## src/common/atdsc_consts.svh

```systemverilog
// constants for the converter trigger and sequence control block
// assumes inclusion by bare name from the package and the design files
`ifndef ATDSC_CONSTS_SVH
`define ATDSC_CONSTS_SVH
// ****************************************
// channels, widths, reset values
// ****************************************
`define ATDSC_NCH 10
`define ATDSC_CHW 4
`define ATDSC_RESW 12
`define ATDSC_TRIG_SRC_RST 4'h9
`define ATDSC_LAST_CH 4'h9
`define ATDSC_DIEN_RST 10'h000
// resolution select codes
`define ATDSC_RES_8 2'h0
`define ATDSC_RES_10 2'h1
`define ATDSC_RES_12 2'h2
// bit counts per resolution
`define ATDSC_BITS_8 4'h8
`define ATDSC_BITS_10 4'hA
`define ATDSC_BITS_12 4'hC
`endif

```

## src/common/atdsc_pkg.sv

```systemverilog
// types for the converter trigger and sequence control block
// assumes the constants header is on the include path
`include "atdsc_consts.svh"
package atdsc_pkg;
  typedef enum logic [1:0] {
    ATDSC_OFF = 2'b00,
    ATDSC_SAMPLE = 2'b01,
    ATDSC_CONVERT = 2'b10,
    ATDSC_DONE = 2'b11
  } atdsc_state_t;
endpackage : atdsc_pkg

```

## src/logic/atdsc_sar.sv

```systemverilog
// successive approximation engine for one conversion
// assumes comp_i answers the current trial code within the same cycle
`timescale 1ns/1ps
`include "atdsc_consts.svh"
module atdsc_sar
  import atdsc_pkg::*;
(
  input wire logic mclk_i,
  input wire logic rst_n_i,
  input wire logic start_i,
  input wire logic [1:0] res_i,
  input wire logic comp_i,
  output logic [`ATDSC_RESW-1:0] trial_o,
  output logic busy_o,
  output logic done_o,
  output logic [`ATDSC_RESW-1:0] result_o
);
  typedef struct packed {
    logic [`ATDSC_RESW-1:0] code;
    logic [`ATDSC_RESW-1:0] bitmask;
    logic [`ATDSC_RESW-1:0] trial;
    logic busy;
    logic done;
  } atdsc_sar_st_t;
  atdsc_sar_st_t s_r, s_nxt;
  logic [3:0] nbits;

  // ****************************************
  // binary search, msb first
  // ****************************************
  always_comb begin
    s_nxt = s_r;
    s_nxt.done = 1'b0;
    nbits = (res_i == `ATDSC_RES_8) ? `ATDSC_BITS_8 : (res_i == `ATDSC_RES_10) ? `ATDSC_BITS_10 : `ATDSC_BITS_12;
    if (start_i && !s_r.busy) begin
      // test bit starts at the resolution msb; code is right justified [RULE13]
      s_nxt.bitmask = 12'h001 << (nbits - 4'h1);
      s_nxt.code = '0;
      s_nxt.busy = 1'b1;
    end else if (s_r.busy) begin
      if (comp_i) begin
        s_nxt.code = s_r.code | s_r.bitmask; // sample above trial: keep bit [RULE13]
      end
      s_nxt.bitmask = s_r.bitmask >> 1;
      if (s_r.bitmask == 12'h001) begin
        s_nxt.busy = 1'b0;
        s_nxt.done = 1'b1;
      end
    end
    // trial is a flop on the 12 bit scale so the comparator answers the bit under test [RULE13]
    s_nxt.trial = (s_nxt.code | s_nxt.bitmask) << (`ATDSC_BITS_12 - nbits);
  end

  always_ff @(posedge mclk_i or negedge rst_n_i) begin
    if (!rst_n_i) begin
      s_r <= '0;
    end else begin
      s_r <= s_nxt;
    end
  end

  assign trial_o = s_r.trial;
  assign busy_o = s_r.busy;
  assign done_o = s_r.done;
  assign result_o = s_r.code;
endmodule : atdsc_sar

```

## src/logic/atdsc_ctrl.sv

```systemverilog
// trigger and sequence control for a ten channel converter
// assumes control bits come from a register file on the same clock; ext_pins_i is asynchronous
`timescale 1ns/1ps
`include "atdsc_consts.svh"
// Operation
// [RULE1] trigger source resets to channel 9, selectable by converter_control_1 source field
// [RULE2] trigger disabled: one sequence when continuous is 0, back to back when 1
// [RULE3] edge mode: one sequence per edge, falling when polarity 0, rising when 1
// [RULE4] level mode: convert continuously while trigger active, low or high by polarity
// [RULE5] active edge during a running conversion sets the trigger overrun flag
// [RULE6] first conversion starts on trigger reception, never before
// [RULE7] with trigger enabled, converter_control_5 writes start nothing
// [RULE8] level mode never raises overrun for deassert and reassert during a sequence
// [RULE9] level mode: trigger still active at sequence end starts next at once
// [RULE10] per channel digital buffer follows enable bit; pad always stays on the mux
// [RULE11] reset gives power down and documented reset values
// [RULE12] sequence done and compare requests each gated by own converter_control_2 enable
// [RULE13] 8, 10 or 12 bit result found by binary search
// [RULE14] exactly one of ten channels routed to the sample stage per conversion
// [RULE15] converter core powered down whenever no conversion runs
// [RULE16] converter_control_5 write starts sequence and clears all completion flags
// [RULE17] compare enabled and true sets completion flag and may request compare interrupt
// [RULE18] trigger synchronised by two flops, edges found from successive samples
module atdsc_ctrl
  import atdsc_pkg::*;
(
  input wire logic mclk_i,
  input wire logic rst_n_i,
  input wire logic [`ATDSC_NCH-1:0] ext_pins_i,
  input wire logic [`ATDSC_CHW-1:0] trigger_source_i,
  input wire logic trigger_source_wr_i,
  input wire logic external_trigger_enable_i,
  input wire logic trigger_level_select_i,
  input wire logic trigger_polarity_i,
  input wire logic continuous_sequence_i,
  input wire logic [1:0] resolution_i,
  input wire logic [`ATDSC_CHW-1:0] first_channel_i,
  input wire logic [`ATDSC_CHW-1:0] sequence_length_i,
  input wire logic converter_control_5_wr_i,
  input wire logic sequence_done_irq_enable_i,
  input wire logic compare_irq_enable_i,
  input wire logic [`ATDSC_NCH-1:0] compare_enable_i,
  input wire logic [`ATDSC_NCH-1:0] compare_higher_i,
  input wire logic [`ATDSC_RESW-1:0] compare_value_i,
  input wire logic [`ATDSC_NCH-1:0] digital_input_enable_reg_i,
  input wire logic [`ATDSC_NCH-1:0] flag_clear_i,
  input wire logic overrun_clear_i,
  input wire logic comparator_i,
  output logic [`ATDSC_CHW-1:0] mux_select_o,
  output logic sample_o,
  output logic core_power_o,
  output logic [`ATDSC_RESW-1:0] dac_code_o,
  output logic [`ATDSC_NCH-1:0] digital_buffer_en_o,
  output logic [`ATDSC_NCH-1:0] conversion_complete_flag_o,
  output logic trigger_overrun_flag_o,
  output logic [`ATDSC_RESW-1:0] result_o,
  output logic result_valid_o,
  output logic [`ATDSC_CHW-1:0] result_index_o,
  output logic sequence_done_irq_o,
  output logic compare_irq_o,
  output logic busy_o
);
  // ****************************************
  // state
  // ****************************************
  typedef struct packed {
    atdsc_state_t st;
    logic [`ATDSC_CHW-1:0] trig_src;
    logic [`ATDSC_NCH-1:0] sync_a;
    logic [`ATDSC_NCH-1:0] sync_b;
    logic trig_prev;
    logic [`ATDSC_CHW-1:0] chan;
    logic [`ATDSC_CHW-1:0] conv_idx;
    logic [`ATDSC_NCH-1:0] ccf;
    logic trigger_overrun_flag;
    logic seq_flag;
    logic cmp_flag;
    logic [`ATDSC_RESW-1:0] result;
    logic rvalid;
    logic [`ATDSC_NCH-1:0] dien;
    logic [`ATDSC_CHW-1:0] ridx;
    logic samp;
    logic run;
    logic start_sar;
  } atdsc_ctrl_st_t;
  atdsc_ctrl_st_t s_r, s_nxt;

  logic trig_raw;
  logic trig_act;
  logic prev_act;
  logic edge_hit;
  logic seq_go;
  logic sar_busy;
  logic sar_done;
  logic [`ATDSC_RESW-1:0] sar_trial;
  logic [`ATDSC_RESW-1:0] sar_result;
  logic [`ATDSC_RESW-1:0] aligned;
  logic cmp_true;
  logic last_conv;

  atdsc_sar u_sar (
    .mclk_i(mclk_i),
    .rst_n_i(rst_n_i),
    .start_i(s_r.start_sar),
    .res_i(resolution_i),
    .comp_i(comparator_i),
    .trial_o(sar_trial),
    .busy_o(sar_busy),
    .done_o(sar_done),
    .result_o(sar_result)
  );

  // ****************************************
  // next state
  // ****************************************
  always_comb begin
    s_nxt = s_r;
    s_nxt.start_sar = 1'b0;
    s_nxt.rvalid = 1'b0;
    // every pin passes two flops before the source mux, so a source change cannot upset a flop [RULE18]
    s_nxt.sync_a = ext_pins_i;
    s_nxt.sync_b = s_r.sync_a;
    trig_raw = s_r.sync_b[s_r.trig_src];
    s_nxt.trig_prev = trig_raw;
    // polarity folds the level to active high [RULE4]
    trig_act = trig_raw ~^ trigger_polarity_i;
    prev_act = s_r.trig_prev ~^ trigger_polarity_i;
    edge_hit = trig_act && !prev_act; // falling or rising by polarity [RULE3] [RULE18]
    if (trigger_source_wr_i) begin
      s_nxt.trig_src = trigger_source_i; // [RULE1]
    end
    s_nxt.dien = digital_input_enable_reg_i; // [RULE10]
    // sequence start decision
    seq_go = 1'b0;
    if (!external_trigger_enable_i) begin
      seq_go = converter_control_5_wr_i; // [RULE16] [RULE2]
    end else if (trigger_level_select_i) begin
      seq_go = trig_act && (s_r.st == ATDSC_OFF); // [RULE4] [RULE6] [RULE7]
    end else begin
      seq_go = edge_hit && (s_r.st == ATDSC_OFF); // [RULE3] [RULE6] [RULE7]
    end
    // overrun: only edge mode, active edge while busy [RULE5] [RULE8]
    if (external_trigger_enable_i && !trigger_level_select_i && edge_hit && s_r.st != ATDSC_OFF) begin
      s_nxt.trigger_overrun_flag = 1'b1;
    end else if (overrun_clear_i) begin
      s_nxt.trigger_overrun_flag = 1'b0;
    end
    // completion flag clears; set after this wins except for a sequence start
    s_nxt.ccf = s_r.ccf & ~flag_clear_i;
    s_nxt.seq_flag = 1'b0;
    s_nxt.cmp_flag = 1'b0;
    // result alignment is right justified per resolution, compare uses full 12 bits
    aligned = sar_result;
    cmp_true = compare_higher_i[s_r.conv_idx] ? (aligned > compare_value_i) : (aligned <= compare_value_i);
    last_conv = (s_r.conv_idx == sequence_length_i - 4'h1) || (s_r.conv_idx == `ATDSC_LAST_CH);
    case (s_r.st)
      ATDSC_OFF: begin
        if (seq_go) begin
          s_nxt.st = ATDSC_SAMPLE;
          s_nxt.chan = first_channel_i;
          s_nxt.conv_idx = '0;
          s_nxt.ccf = '0; // start clears all completion flags [RULE16]
        end
      end
      ATDSC_SAMPLE: begin
        s_nxt.start_sar = 1'b1;
        s_nxt.st = ATDSC_CONVERT;
      end
      ATDSC_CONVERT: begin
        if (sar_done) begin
          s_nxt.result = aligned;
          s_nxt.ridx = s_r.conv_idx; // index names the conversion just finished
          if (compare_enable_i[s_r.conv_idx]) begin
            if (cmp_true) begin
              s_nxt.ccf[s_r.conv_idx] = 1'b1; // [RULE17]
              s_nxt.cmp_flag = compare_irq_enable_i; // [RULE17] [RULE12]
            end
          end else begin
            s_nxt.ccf[s_r.conv_idx] = 1'b1;
            s_nxt.rvalid = 1'b1;
          end
          s_nxt.st = last_conv ? ATDSC_DONE : ATDSC_SAMPLE;
          s_nxt.conv_idx = s_r.conv_idx + 4'h1;
          s_nxt.chan = (s_r.chan == `ATDSC_LAST_CH) ? 4'h0 : s_r.chan + 4'h1; // one channel at a time [RULE14]
        end
      end
      ATDSC_DONE: begin
        s_nxt.seq_flag = sequence_done_irq_enable_i; // [RULE12]
        s_nxt.conv_idx = '0;
        s_nxt.chan = first_channel_i;
        if (!external_trigger_enable_i && continuous_sequence_i) begin
          s_nxt.st = ATDSC_SAMPLE; // [RULE2]
          s_nxt.ccf = '0;
        end else if (external_trigger_enable_i && trigger_level_select_i && trig_act) begin
          s_nxt.st = ATDSC_SAMPLE; // still active, rerun at once [RULE9] [RULE4]
          s_nxt.ccf = '0;
        end else begin
          s_nxt.st = ATDSC_OFF;
        end
      end
      default: begin
        s_nxt.st = ATDSC_OFF;
      end
    endcase
    // status outputs kept as flops of their own, decoded from the next state
    s_nxt.samp = (s_nxt.st == ATDSC_SAMPLE);
    s_nxt.run = (s_nxt.st != ATDSC_OFF); // [RULE15]
  end

  // ****************************************
  // registers; reset lands in power down
  // ****************************************
  always_ff @(posedge mclk_i or negedge rst_n_i) begin
    if (!rst_n_i) begin
      s_r <= '0;
      s_r.st <= ATDSC_OFF; // [RULE11]
      s_r.trig_src <= `ATDSC_TRIG_SRC_RST; // [RULE1] [RULE11]
      s_r.dien <= `ATDSC_DIEN_RST; // [RULE11]
    end else begin
      s_r <= s_nxt;
    end
  end

  // ****************************************
  // outputs, all from flops
  // ****************************************
  assign mux_select_o = s_r.chan; // [RULE14]
  assign sample_o = s_r.samp;
  // core powered only while a sequence runs, saves analog current [RULE15]
  assign core_power_o = s_r.run;
  assign dac_code_o = sar_trial; // registered inside the engine
  assign digital_buffer_en_o = s_r.dien; // pad stays on mux regardless [RULE10]
  assign conversion_complete_flag_o = s_r.ccf;
  assign trigger_overrun_flag_o = s_r.trigger_overrun_flag;
  assign result_o = s_r.result;
  assign result_valid_o = s_r.rvalid;
  assign result_index_o = s_r.ridx;
  assign sequence_done_irq_o = s_r.seq_flag;
  assign compare_irq_o = s_r.cmp_flag;
  assign busy_o = s_r.run;
endmodule : atdsc_ctrl

```

## config.mk

```make
export PLATFORM = sky130hd
export DESIGN_NAME = atdsc_ctrl
export DESIGN_NICKNAME = d
export VERILOG_FILES = /design/src/common/atdsc_pkg.sv /design/src/logic/atdsc_sar.sv /design/src/logic/atdsc_ctrl.sv
export VERILOG_INCLUDE_DIRS = /design/src /design/src/common
export SDC_FILE = /design/constraint.sdc
export NUM_CORES = 1
export LEC_CHECK = 0
export BUFFER_PORTS_ARGS = -buffer_cell sky130_fd_sc_hd__buf_2
export CORE_MARGIN = 4
export CORE_UTILIZATION = 40
export CTS_CLUSTER_DIAMETER = 120
export DETAILED_ROUTE_END_ITERATION = 16
export PLACE_DENSITY = 0.68
export REMOVE_ABC_BUFFERS = 1
export SYNTH_ARGS = -nofsm -noshare
export SYNTH_HDL_FRONTEND = slang
export SYNTH_HIERARCHICAL = 1
export SYNTH_SLANG_ARGS = --single-unit
```

## constraint.sdc

```tcl
create_clock -name mclk_i -period 6.6 [get_ports mclk_i]
set_input_delay 0.33 -clock mclk_i [delete_from_list [all_inputs] [get_ports mclk_i]]
set_output_delay 0.33 -clock mclk_i [all_outputs]
set_load 0.02 [all_outputs]
```

### Yosys cells after proc, flatten, opt, wreduce, memory -nomap -nowiden

Cells that the tools add are included.

| storage, ports and cells | value |
|---|---|
| bits in registers | 116 |
| bits of input ports | 88 |
| output and inout bits | 59 |

| cells by class | value |
|---|---|
| add/sub/neg operators | 5 |
| reduce and logical (&&, ||, !) cells | 24 |
| equal/unequal tests | 11 |
| mux-type cells | 43 |
| $lt $le $gt $ge | 5 |
| bitwise gates (word level) | 7 |
| shifts and indexed selects | 2 |

Operators with widths:

| cell | count |
|---|---|
| case mux 18 bit (3 select lines) | 1 |
| 2-to-1 mux 24 bit | 2 |
| 2-to-1 mux 10 bit | 4 |
| 2-to-1 mux 18 bit | 2 |
| 2-to-1 mux 14 bit | 2 |
| OR 12 bit | 2 |
| 2-to-1 mux 1 bit | 18 |
| binary-select mux 1 bit (select 4 bit) | 3 |
| == test 12 x 1 -> 1 bit (second input constant) | 1 |
| greater-than comparator 12 bit | 1 |
| less-or-equal comparator 12 bit | 1 |
| 2-to-1 mux 12 bit | 1 |
| left shift 1 x 4 -> 12 bit (first input constant) | 1 |
| left shift 12 x 4 -> 12 bit | 1 |
| logical AND 1 bit | 11 |
| AND 10 bit | 1 |
| less-than comparator 4 x 5 -> 1 bit (second input constant) | 2 |
| 2-to-1 mux 2 bit | 5 |
| inverter 10 bit | 1 |
| OR 10 bit | 1 |
| adder 4 x 1 -> 4 bit (second input constant) | 2 |
| == test 4 bit (second input constant) | 2 |
| 2-to-1 mux 4 bit | 2 |
| case mux 2 bit (4 select lines) | 1 |
| other kinds (18) | 29 |

### Depth between registers and ports, before layout

| depth | value |
|---|---|
| depth after elaboration | 10 |
| mapped depth | 11 |
| gate-level depth less buffers | 9 |

### Modules after synthesis

Netlist, hierarchy kept.

Modules (own cells, without submodules):

| module | instances | cells each | area an instance (sq um) |
|---|---|---|---|
| atdsc_ctrl | 1 | 370 | 4016.4 |
| atdsc_sar | 1 | 174 | 1789.2 |

### Least setup slack after synthesis

No wires, ideal clock.

| timing path | value |
|---|---|
| kind | register to register |
| start point | register s_r[72] in the netlist's numbering |
| end point | register s_r (netlist bit conversion_complete_flag_o[4]) |
| period minus slack after synthesis | 2.655 ns |
| required time | 6.463 ns |
| buffers on the path | 0 |
| cell stages (with the launch flop) | 8 |
| setup time | 0.137 ns |
| arrival time | 2.518 ns |
| slack | 3.945 ns |
| cells stage by stage | dfstp_2 -> mux4_2 -> a221o_1 -> a2111o_1 -> and4b_4 -> nor4_4 -> or3b_1 -> o21ai_2 |

RTL lines:

| item | line | source |
|---|---|---|
| start, declared | atdsc_ctrl.sv:86 | `atdsc_ctrl_st_t s_r, s_nxt;` |
| start signal, assigned | atdsc_ctrl.sv:220 | `s_r <= s_nxt;` |

==> summary.md <==
| Metric | Value |
|---|---|
| Max-slew headroom | `47.2%` |
| Startpoint types | `register` |
| # H-tree levels | `4` |
| Layout cell share with drive strength beyond 1 | `about a third` |
| Sw frac | `21.8%` |
| I/O pin count | `between 100 and 150` |
| Avg WL per Cell | `roughly 16 um` |
| Tcrit/Tclk final | `between 40 and 50%` |
| Final wirelength | `13.6 mm` |
| Initial antenna violation count | `0` |
| Post-CTS sizing | `0` |
| Pin count of the biggest net entering global routing | `65` |
| Worst Hold Class | `in -> reg` |
| Crit path kind | `reg -> reg` |
| Sequential share of power | `41.2%` |
| Crit path capture type | `register` |
| Hold slack | `23.7 ps` |
| Seq/Total Area, Yosys | `around 50%` |
| Critical Path RT | `about 6900 ps` |
| DR iter-0 viols | `392` |
| RSZ-0062 raised after global routing | `false` |
| Pleak | `around 3.3 nW` |
| Most frequent cell after synthesis | `dfrtp_1` |
| Syn Inst Count | `approximately 540` |
| Final Util | `between 40 and 50%` |
| Synth top area share | `about half` |
| Root Driver | `clkbuf_16` |
| Tightest Pin Transition | `just under 800 ps` |
| Internal | `~1.4 mW` |
| Combinational share of power | `around 5.6%` |
| CP startpoint | `s_r[72]` |
| Seq cells post-synth | `approximately 120` |
| Syn. warnings | `6` |
| Worst vdd ir | `~0.15 mV` |
| Die area | `roughly 17000 um2` |
| Peak Freq | `between 300 and 400 MHz` |
| Diode count | `0` |
| Setup ws final | `3640 ps` |
| CP Max Fanout | `10` |
| Total track usage | `approximately 17%` |
| Cell area after layout | `6840 um2` |
| Grt total ovfl | `0` |
| Worst r2r src | `s_r[72]` |
| # rows | `43` |
| Commonest cells post-synth | `dfrtp_1, buf_4, inv_1` |
| Placement Setup Slack | `between 3000 and 4000 ps` |
| Starting Density | `approximately two fifths` |
| Vias in the first global route | `roughly 4400` |
| Number of synthesized flops with an enable pin | `0` |
| Post-Synthesis Cell Area | `5810 um2` |
| Number of remaining DRC errors | `0` |
| Slew Viols, Final | `0` |
| Max-Cap Viols | `0` |
| Drt via density | `5.12` |
| CTS tree | `done` |
| Clock Sinks | `116` |
| Final hold vios | `0` |
| Final setup viols | `0` |
| Largest area contributor in the netlist | `dfrtp_1` |
| Final Skew | `5.32 ps` |
| Clock group share of total power | `between 50% and 60%` |
| DP Area | `approximately 6200 um2` |
| Post-synth cell types | `64` |
| Die height | `~130 um` |
| Chip width | `roughly 130 um` |
| Gp weighted congestion | `0.832` |
| Area grow syn2layout | `17.8%` |
| Sw Pwr | `just under 400 uW` |
| CTS buffer count | `17` |
| Top cells by area, synth | `dfrtp_1, buf_4, ha_1, a21oi_1, mux2_2` |
| Clock slew at reported path FFs | `about 50 ps` |
| Synth Area per Inst | `between 10 and 15 um2` |
| Status | `complete, no violations` |
| Core area | `about 14000 um2` |
| Post-synth ARST share | `100%` |
| Detail Placement HPWL | `~9.9 mm` |
| Hold path startpoint | `digital_input_enable_reg_i[4]` |
| Drt first pass iters | `7` |
| Setup TNS | `0 ps` |
| Nets | `~740` |
| Final min period | `a little under 3000 ps` |
| Antenna-violating nets left | `0` |
| Clk buf depth | `2` |
| Number of I/O port buffers | `between 100 and 150` |
| Pwr per Cell Area | `around 260 nW/um2` |
| Vias | `4214` |
| Worst path arrival time | `around 3200 ps` |
| First-pass GRT wire length | `around 22 mm` |
| Worst-Skew Late Latency | `410 ps` |
| Main synth FF type | `dfrtp_1` |
[sequential cells by signal (all words and copies together) (netlist names), 4 cells and up]
signal	flops
s_r	22
result_index_o	4
s_nxt	10
u_sar/trial_o	12
digital_buffer_en_o	10
conversion_complete_flag_o	10
u_sar/s_r	12
result_o	12
u_sar/result_o	12
mux_select_o	4
[power groups by stage]
stage | combinational (mW) | sequential, mW | clock, mW
after floorplan | 0.0325 | 0.756 | 0
after global placement | 0.0981 | 0.748 | 0
after detailed placement | 0.101 | 0.749 | 0
after CTS | 0.102 | 0.737 | 0.972
after global routing | 0.113 | 0.738 | 1.00
final | 0.100 | 0.737 | 0.951
[layer usage]
layer / vias to the layer above / track usage (%) / share of wire, %
li1: 2005 / - / -
met1: 2065 / 21.1 / 42
met3: 14 / 4.69 / 5.7
met5: - / 0 / 0
met2: 130 / 29.4 / 51
met4: 0 / 5.62 / 1.3
[worst max-delay path, cell delays in order, from the launching register on]
cell and delay, ps:
dfstp_2 570, mux4_2 500, a221o_1 410, a2111o_1 410, and4b_4 200, nor4_4 430, or3b_1 190, o21ai_1 80
[cell families after synthesis]
family          Yosys count  synth area share [%]
mux                      24                  5.84
flops                   116                  50.0
fa+ha+maj                23                  4.96
xor+xnor                  7                  1.06
buf+inv                 121                  12.3
compound gates          117                  13.3
simple gates            136                  12.5
[metrics by stage]
step / std cells / power [mW]
floorplan: 463 / 0.789
global placement: 790 / 0.846
detailed placement: 790 / 0.850
CTS: 823 / 1.81
global route: 823 / 1.86
finish: 823 / 1.79
[what timing repair did]
action,in CTS,in global routing
buffers inserted,0,0
hold buffers,1,0
endpoints found under the hold margin,52,0
setup endpoints to repair,0,0
[path summary, 6_finish.rpt]
kind / end / slack [ps] / depth (start not counted)
hold reg to reg: s_r[52] / 350 / 0
min in group asynchronous: u_sar/trial_o[11] / 500 / 2
setup / recovery: conversion_complete_flag_o[6] / 3640 / 7
hold / removal: digital_buffer_en_o[4] / 20 / 1
max in group asynchronous: mux_select_o[2] / 4840 / 3
setup reg to reg: conversion_complete_flag_o[6] / 3640 / 7
[area by class of cell]
class / instances / area [um2]
fillers: 1282 / 7200
flip-flops and latches: 116 / 2910
multi-input cells: 307 / 2190
repair buffers: 148 / 751
clock buffers: 21 / 470
well taps: 180 / 225
clock inverters: 11 / 151
inverters: 40 / 150
[placed cells by master (no fill, tap or decap), drive strengths merged, types with 8 or more instances in the layout]
cell	instances
nor3	10
a21oi	36
o32ai	8
o21ai	34
buf	147
nor2	29
nand2b	22
mux2	16
clkbuf	21
inv	40
nand2	38
dfrtp	114
ha	23
Note: power is estimated with default switching activity, not from simulation.
